--- src/core/cpc_pkg.sv ---
// Package: offsets, field positions and reset values of the configuration capability bank
`default_nettype none
package cpc_pkg;

  // Configuration dword byte offsets
  localparam logic [7:0] CPC_OFF_CAP_PTR      = 8'h34;
  localparam logic [7:0] CPC_OFF_PLANT_CODE   = 8'h40;
  localparam logic [7:0] CPC_OFF_STATUS_ALIAS = 8'h44;
  localparam logic [7:0] CPC_OFF_SCRATCHPAD   = 8'h48;
  localparam logic [7:0] CPC_OFF_GP_CAP_ID    = 8'h54;
  localparam logic [7:0] CPC_OFF_GP_CAPS      = 8'h58;
  localparam logic [7:0] CPC_OFF_GP_CTRL      = 8'h5C;
  localparam logic [7:0] CPC_OFF_PWR_CAP_ID   = 8'h60;
  localparam logic [7:0] CPC_OFF_PWR_CTRL     = 8'h64;

  // Capability list values
  localparam logic [31:0] CPC_CAP_PTR_GP      = 32'h0000_0054;
  localparam logic [31:0] CPC_CAP_PTR_PWR     = 32'h0000_0060;
  localparam logic [7:0]  CPC_GP_CAP_ID       = 8'h02;
  localparam logic [7:0]  CPC_GP_NEXT_PTR     = 8'h60;
  localparam logic [7:0]  CPC_PWR_CAP_ID      = 8'h01;
  localparam logic [7:0]  CPC_PWR_NEXT_PTR    = 8'h00;
  localparam logic [2:0]  CPC_PWR_VERSION     = 3'h1;

  // Graphics port capabilities defaults
  localparam logic [2:0]  CPC_GP_RATES_DEF    = 3'h3;
  localparam logic        CPC_GP_4GB_DEF      = 1'b1;
  localparam logic [7:0]  CPC_GP_REQUEST_QUEUE_DEPTH_DEF = 8'h07;

  // Graphics port control field positions
  localparam int CPC_GPC_RATE_LSB   = 0;
  localparam int CPC_GPC_4GB_BIT    = 5;
  localparam int CPC_GPC_EN_BIT     = 8;
  localparam int CPC_GPC_SBA_BIT    = 9;
  localparam int CPC_GPC_DEPTH_LSB  = 24;

  // Power control field positions and values
  localparam int CPC_PWC_SEL_LSB    = 9;
  localparam int CPC_PWC_SCALE_LSB  = 13;
  localparam int CPC_PWC_DATA_LSB   = 24;
  localparam logic [1:0] CPC_PWR_D0 = 2'h0;
  localparam logic [1:0] CPC_PWR_D3 = 2'h3;

  // Reset values
  localparam logic [31:0] CPC_SCRATCH_RST = 32'h0000_0000;
  localparam logic [27:0] CPC_PLANT_SCRATCH_RST = 28'h000_0000;

endpackage : cpc_pkg
`default_nettype wire

--- src/core/cpc_cfg_regs.sv ---
// Configuration space upper bank: plant code, scratch, status alias, capability list
`default_nettype none
module cpc_cfg_regs
  import cpc_pkg::*;
#(
  parameter logic [3:0] PLANT_CODE   = 4'hA,  // Arbitrary value
  parameter logic [3:0] REV_MINOR    = 4'h0,
  parameter logic [3:0] REV_MAJOR    = 4'h1,
  parameter logic       SBA_SUPPORT  = 1'b1
) (
  // Clock and reset
  input  wire logic        clk,
  input  wire logic        rst_n,
  // Configuration access port
  input  wire logic        cfg_req,
  input  wire logic        cfg_we,
  input  wire logic [7:0]  cfg_addr,
  input  wire logic [3:0]  cfg_be,
  input  wire logic [31:0] cfg_wdata,
  output logic      [31:0] cfg_rdata,
  output logic             cfg_ack,
  // Device-side inputs
  input  wire logic        gp_strap_en,
  input  wire logic [31:0] mmio_status,
  input  wire logic        graphics_port_reset,
  input  wire logic [7:0]  pwr_data_value,
  // Programmed controls
  output logic             gp_enable,
  output logic      [2:0]  gp_rate,
  output logic             above_4gb_enable,
  output logic             sideband_enable,
  output logic      [7:0]  gp_request_depth,
  output logic      [1:0]  power_state
);

  // Reset release
  logic rst_meta_reg;
  logic rst_sync_n;

  always_ff @(posedge clk or negedge rst_n) begin
    if (!rst_n) begin
      rst_meta_reg <= 1'b0;
      rst_sync_n   <= 1'b0;
    end else begin
      rst_meta_reg <= 1'b1;
      rst_sync_n   <= rst_meta_reg;
    end
  end

  // Strap pin
  logic strap_sync;

  cpc_sync #(
    .WIDTH (1)
  ) u_strap_sync (
    .clk      (clk),
    .rst_n    (rst_sync_n),
    .async_in (gp_strap_en),
    .sync_out (strap_sync)
  );

  // Address decode
  wire sel_cap_ptr   = (cfg_addr == CPC_OFF_CAP_PTR);
  wire sel_plant     = (cfg_addr == CPC_OFF_PLANT_CODE);
  wire sel_status    = (cfg_addr == CPC_OFF_STATUS_ALIAS);
  wire sel_scratch   = (cfg_addr == CPC_OFF_SCRATCHPAD);
  wire sel_gp_id     = (cfg_addr == CPC_OFF_GP_CAP_ID);
  wire sel_gp_caps   = (cfg_addr == CPC_OFF_GP_CAPS);
  wire sel_gp_ctrl   = (cfg_addr == CPC_OFF_GP_CTRL);
  wire sel_pwr_id    = (cfg_addr == CPC_OFF_PWR_CAP_ID);
  wire sel_pwr_ctrl  = (cfg_addr == CPC_OFF_PWR_CTRL);
  wire wr_strobe     = cfg_req && cfg_we;

  // Byte-enable mask
  wire [31:0] be_mask = {{8{cfg_be[3]}}, {8{cfg_be[2]}}, {8{cfg_be[1]}}, {8{cfg_be[0]}}};

  // Stored registers
  logic [27:0] plant_scratch_reg;
  logic [31:0] scratchpad_reg;
  logic [31:0] gp_ctrl_reg;

  wire [31:0] plant_word   = {plant_scratch_reg, PLANT_CODE};
  wire [31:0] plant_merged = (plant_word & ~be_mask) | (cfg_wdata & be_mask);
  wire [31:0] scr_merged   = (scratchpad_reg & ~be_mask) | (cfg_wdata & be_mask);
  wire [31:0] gpc_merged   = (gp_ctrl_reg & ~be_mask) | (cfg_wdata & be_mask);

  // Writable control bits of the graphics port control word
  wire [31:0] gpc_wmask = {8'hFF, 14'h0000, 2'b11, 2'b00, 1'b1, 2'b00, 3'b111};

  always_ff @(posedge clk or negedge rst_sync_n) begin
    if (!rst_sync_n) begin
      plant_scratch_reg <= CPC_PLANT_SCRATCH_RST;
      scratchpad_reg    <= CPC_SCRATCH_RST;
    end else begin
      if (wr_strobe && sel_plant) begin
        plant_scratch_reg <= plant_merged[31:4];
      end
      if (wr_strobe && sel_scratch) begin
        scratchpad_reg <= scr_merged;
      end
    end
  end

  // Graphics port control: disabled strap blocks writes as well as reads
  wire gpc_write = wr_strobe && sel_gp_ctrl && strap_sync;

  always_ff @(posedge clk or negedge rst_sync_n) begin
    if (!rst_sync_n) begin
      gp_ctrl_reg <= '0;
    end else if (graphics_port_reset) begin
      gp_ctrl_reg[CPC_GPC_EN_BIT] <= 1'b0;
    end else if (gpc_write) begin
      gp_ctrl_reg <= gpc_merged & gpc_wmask;
    end
  end

  // Power control
  logic [31:0] pwr_word;
  logic [1:0]  pwr_state_int;
  wire  [31:0] pwr_merged = (pwr_word & ~be_mask) | (cfg_wdata & be_mask);

  cpc_pwr_ctrl u_pwr_ctrl (
    .clk         (clk),
    .rst_n       (rst_sync_n),
    .wr_en       (wr_strobe && sel_pwr_ctrl),
    .wr_data     (pwr_merged),
    .data_value  (pwr_data_value),
    .power_state (pwr_state_int),
    .rd_word     (pwr_word)
  );

  // Read-only capability words
  wire [31:0] cap_ptr_word = strap_sync ? CPC_CAP_PTR_GP : CPC_CAP_PTR_PWR;
  wire [31:0] gp_id_word   = {8'h00, REV_MAJOR, REV_MINOR, CPC_GP_NEXT_PTR, CPC_GP_CAP_ID};
  wire [31:0] gp_caps_word = {CPC_GP_REQUEST_QUEUE_DEPTH_DEF, 14'h0000, SBA_SUPPORT, 3'b000,
                              CPC_GP_4GB_DEF, 2'b00, CPC_GP_RATES_DEF};
  wire [31:0] pwr_id_word  = {5'h00, 1'b0, 1'b0, 3'b000, 1'b1, 1'b0, 1'b0,
                              CPC_PWR_VERSION, CPC_PWR_NEXT_PTR, CPC_PWR_CAP_ID};

  // Graphics port words are gated by the strap
  wire [31:0] gp_gate = {32{strap_sync}};

  // Read mux; list order is pointer, graphics port entry (strap set only), power entry
  wire [31:0] rd_mux =
      sel_cap_ptr  ? cap_ptr_word :
      sel_plant    ? plant_word :
      sel_status   ? mmio_status :
      sel_scratch  ? scratchpad_reg :
      sel_gp_id    ? (gp_id_word & gp_gate) :
      sel_gp_caps  ? (gp_caps_word & gp_gate) :
      sel_gp_ctrl  ? (gp_ctrl_reg & gp_gate) :
      sel_pwr_id   ? pwr_id_word :
      sel_pwr_ctrl ? pwr_word :
      32'h0000_0000;

  // Answer one cycle after the request
  always_ff @(posedge clk or negedge rst_sync_n) begin
    if (!rst_sync_n) begin
      cfg_ack   <= 1'b0;
      cfg_rdata <= '0;
    end else begin
      cfg_ack <= cfg_req;
      if (cfg_req && !cfg_we) begin
        cfg_rdata <= rd_mux;
      end
    end
  end

  // Registered control outputs
  always_ff @(posedge clk or negedge rst_sync_n) begin
    if (!rst_sync_n) begin
      gp_enable        <= 1'b0;
      gp_rate          <= '0;
      above_4gb_enable <= 1'b0;
      sideband_enable  <= 1'b0;
      gp_request_depth <= '0;
      power_state      <= CPC_PWR_D0;
    end else begin
      gp_enable        <= gp_ctrl_reg[CPC_GPC_EN_BIT] && strap_sync;
      gp_rate          <= gp_ctrl_reg[CPC_GPC_RATE_LSB +: 3];
      above_4gb_enable <= gp_ctrl_reg[CPC_GPC_4GB_BIT];
      sideband_enable  <= gp_ctrl_reg[CPC_GPC_SBA_BIT];
      gp_request_depth <= gp_ctrl_reg[CPC_GPC_DEPTH_LSB +: 8];
      power_state      <= pwr_state_int;
    end
  end

endmodule : cpc_cfg_regs
`default_nettype wire

--- src/core/cpc_pwr_ctrl.sv ---
// Power control and status register
`default_nettype none
module cpc_pwr_ctrl
  import cpc_pkg::*;
(
  // Clock and reset
  input  wire logic        clk,
  input  wire logic        rst_n,
  // Write strobe with merged data
  input  wire logic        wr_en,
  input  wire logic [31:0] wr_data,
  // Data reported for the selected item
  input  wire logic [7:0]  data_value,
  // Register state
  output logic      [1:0]  power_state,
  output logic      [31:0] rd_word
);

  logic [3:0] data_sel_reg;
  logic [1:0] data_scale_reg;
  logic [7:0] data_reg;
  wire  [1:0] wr_state    = wr_data[1:0];
  wire        state_legal = (wr_state == CPC_PWR_D0) || (wr_state == CPC_PWR_D3);

  always_ff @(posedge clk or negedge rst_n) begin
    if (!rst_n) begin
      power_state    <= CPC_PWR_D0;
      data_sel_reg   <= '0;
      data_scale_reg <= '0;
      data_reg       <= '0;
    end else begin
      data_reg <= data_value;
      if (wr_en && state_legal) begin
        power_state <= wr_state;
      end
      if (wr_en) begin
        data_sel_reg   <= wr_data[CPC_PWC_SEL_LSB +: 4];
        data_scale_reg <= wr_data[CPC_PWC_SCALE_LSB +: 2];
      end
    end
  end

  // Reserved and sticky bits read zero
  assign rd_word = {data_reg, 9'h000, data_scale_reg, data_sel_reg, 7'h00, power_state};

endmodule : cpc_pwr_ctrl
`default_nettype wire

--- src/core/cpc_sync.sv ---
// Two flip-flop synchroniser for pin-level inputs
`default_nettype none
module cpc_sync #(
  parameter int WIDTH = 1
) (
  // Clock and reset
  input  wire logic             clk,
  input  wire logic             rst_n,
  // Data
  input  wire logic [WIDTH-1:0] async_in,
  output logic      [WIDTH-1:0] sync_out
);

  logic [WIDTH-1:0] stage1_reg;

  always_ff @(posedge clk or negedge rst_n) begin
    if (!rst_n) begin
      stage1_reg <= '0;
      sync_out   <= '0;
    end else begin
      stage1_reg <= async_in;
      sync_out   <= stage1_reg;
    end
  end

endmodule : cpc_sync
`default_nettype wire

--- config.mk ---
export PLATFORM = sky130hd
export DESIGN_NAME = cpc_cfg_regs
export DESIGN_NICKNAME = d
export VERILOG_FILES = /design/src/core/cpc_pkg.sv /design/src/core/cpc_cfg_regs.sv /design/src/core/cpc_pwr_ctrl.sv /design/src/core/cpc_sync.sv
export SDC_FILE = /design/constraint.sdc
export NUM_CORES = 1
export LEC_CHECK = 0
export BUFFER_PORTS_ARGS = -buffer_cell sky130_fd_sc_hd__buf_4
export CORE_AREA = 2 2 110 112
export CTS_CLUSTER_SIZE = 10
export DETAILED_ROUTE_END_ITERATION = 10
export DIE_AREA = 0 0 112 114
export PLACE_DENSITY = 0.79
export SYNTH_ARGS = -nofsm -noshare
export SYNTH_HDL_FRONTEND = slang
export SYNTH_SLANG_ARGS = --single-unit
--- constraint.sdc ---
create_clock -name clk -period 7.12 [get_ports clk]
set_input_delay 0 -clock clk [delete_from_list [all_inputs] [get_ports clk]]
set_output_delay 0 -clock clk [all_outputs]
set_load 0.005 [all_outputs]
==> flow_summary.yaml <==
pwr:
  power.internal_mw: 1.58
  p_leak_nw: 4.18
  p_switching_mw: 0.434
  p_seq_share_pct: 42.1
  vdd_drop_max_mv: 0.203
  power.share.clock_pct: 49.9
  combPwrFrac_pct: 8.0
  power_per_cell_area_nw_per_um2: 234
  p_sw_share_pct: 21.5
final_layout:
  drive_above_1_share_pct: 36.4
  final_util_pct: 73.6
  final_nets: 794
  syn2layout_area_growth_pct: 38.7
yosys:
  synthCells: 512
  syn_area_per_cell_sq_um: 12.1
  synth_top_area_share_pct: 57.6
  synth_area_leaders: "dfrtp_1, mux2_2, a22oi_1, o21ai_0, nand2_1"
  synth_cell_types: 56
  postSynth.asyncResetShare_pct: 100
  synth_area_sq_um: 6210
  ys_seq_area_share_pct: 57.6
  synth.largest_area_cell: "dfrtp_1"
  synth-edff-count: 0
  synth_nets: 602
  yosysWarnings: 0
  ys.flop_type: "dfrtp_1"
  ys_ff_latch: 143
outcome:
  outcome: "complete, no violations"
timing:
  rsz0062_at_grt: "false"
  slew_headroom_pct: 13.9
  setup_violations: 0
  fmax_mhz: 351
  whs_ns: 0.0172
  slew_viol_final: 0
  fin_skew_ns: 0.00882
  period_share_pct: 40.0
  tns_ns: 0
  hold_viol: 0
  period_minus_slack_ns: 2.85
  max_slew.worst_pin.slew_ns: 1.28
place:
  dp_hpwl_um: 12200
  gp_congestion: 0.933
  io_buffers: 138
clock_tree:
  cts.sinks: 143
  cts-root-buf: "clkbuf_16"
  clk_latency_ns: 0.44
  clk_pin_slew_worst_paths_ns: 0.06
  cts_resized: 0
  cts_tree: "yes"
  cts_buffers: 17
  cts_buffer_depth: 2
  htree_num_levels: 4
floorplanning:
  dieHeight_um: 114
  row_count: 40
  core_area_sq_um: 11700
  die_w_um: 112
  die_area_sq_um: 12800
  start_util_pct: 53.1
  boundaryPins: 139
global_routing:
  grt_max_degree: 83
  globalRouteOverflowTotal: 0
  grtUsageTotal_pct: 30.2
  antenna_found_initial: 1
  first_global_vias: 5262
  grt_pass1_wl_um: 29200
job:
  max_cap_violations: 0
worst_setup_path:
  end_kind: "register"
  crit_path_start_kind: "input port"
  path_max_fanout: 16
  cp_data_required_time_ns: 7.43
  crit_arrival_ns: 3.16
  crit_chain: "dlygate4sd3_1, buf_4, or3b_1, nor4_4, nand2_1, nand2_1, a21oi_1, dlygate4sd3_1"
  crit_type: "in -> reg"
  cp_slowest_stage_delay_ns: 1.00
  critPathSlowestCell: "nor4_4"
drt:
  drt_wl_total_um: 19100
  vias: 5382
  drt_pass1_iterations: 6
  drt-vias-per-instance: 6.22
  detail-route-antenna-nets: 0
  drtIter0Drc: 718
  routedWlPerCell_um: 22.1
  drc_errors: 0
min_path:
  hold_class: "in -> reg"
[synthesized netlist by cell type, types with 2 or more instances]
library cell  instances
o211ai_1              2
a221oi_1              3
nand2b_1              5
nand4_1               4
o21ai_0              28
buf_1                 2
nand3_1               4
buf_2                 9
nand2_1              37
nor2_1               30
mux2_2               79
inv_1                 6
a222oi_1              5
and3_1                7
clkbuf_1             18
o22ai_1              10
a22oi_1              19
and2_1                5
dfrtp_1             143
nand3b_1              3
a22o_1                9
mux2i_1               2
a32oi_1               3
o2bb2ai_1             4
a21o_1                8
a41oi_1               2
a31oi_1               8
nor2b_1               7
nor3_1                3
o221ai_1              2
o32ai_1               4
buf_6                 2
a211oi_1              5
a21oi_1              12
[layout by cell type, fill, tap and decap left out, drive strengths merged, types with 6 or more instances in the layout]
master and n:
a21o 8, dfrtp 143, mux2 79, a21oi 12, a22oi 19, dlygate4sd3 61
buf 143, nor2 30, nand2 37, o22ai 10, inv 6, a22o 9
nor2b 7, and3 7, clkbuf 22, a31oi 8, o21ai 28
[layer usage]
layer | up-vias | global-route usage, % | part of all wire (%)
met3 | 97 | 8.08 | 8.9
met4 | 2 | 16.7 | 5.0
met1 | 2642 | 38.3 | 38
met2 | 351 | 47.8 | 48
met5 | - | 0 | 0.068
li1 | 2290 | - | -
[logic make-up after synthesis]
| family | synth area share, % |
|---|---|
| and+or+nand+nor | 10.4 |
| muxes | 14.6 |
| DFF | 57.6 |
| buffers and inverters | 2.72 |
| other | 0.0604 |
| AOI/OAI and AO/OA | 14.6 |
[final timing paths]
kind,from,end,slack [ns],cells past startpoint
setup / recovery,cfg_addr[7],gp_ctrl_reg[8],4.27,8
hold / removal,mmio_status[5],cfg_rdata[5],0.02,3
setup reg to reg,u_strap_sync.sync_out,gp_ctrl_reg[8],4.54,6
hold reg to reg,rst_meta_reg,rst_sync_n,0.36,0
max in group asynchronous,rst_sync_n,asynchronous set/reset pin,5.22,1
min in group asynchronous,rst_sync_n,cfg_rdata[22],0.40,0
[area by class of cell]
| class | instances | area (sq um) |
|---|---|---|
| Sequential cell | 143 | 3580 |
| Fill cell | 746 | 3090 |
| Multi-Input combinational cell | 331 | 2470 |
| Timing Repair Buffer | 204 | 1680 |
| Clock buffer | 22 | 494 |
| Tap cell | 147 | 184 |
| Clock inverter | 10 | 180 |
| Inverter | 7 | 26.3 |
| Antenna cell | 1 | 2.50 |
[power groups by stage]
stage                     Clock, mW  Sequential, mW  Combinational [mW]
after floorplan                   0           0.864              0.0476
after global placement            0           0.861               0.127
after detailed placement          0           0.862               0.130
after CTS                      1.01           0.848               0.158
after global routing           1.05           0.850               0.172
final                          1.01           0.848               0.161
[critical path, delay by kind of cell]
| kind | cells | cell delay (ns) |
|---|---|---|
| simple gates | 4 | 1.81 |
| buf+inv | 3 | 1.26 |
| compound gates | 1 | 0.07 |
[stage by stage]
step	power, mW	std cells	instance area (sq um)	worst slack (ns)
CTS	2.01	864	8620	4.42
detailed placement	0.992	771	7330	4.45
floorplan	0.912	512	6210	2.84
global placement	0.988	771	7330	4.62
global route	2.07	864	8620	4.20
finish	2.01	865	8620	4.27
[repair_timing]
action | in CTS | in global routing
setup buffers | 0 | 0
hold buffers | 61 | 0
hold endpoints to repair | 109 | 0
Power figures use the tool's default switching activity.
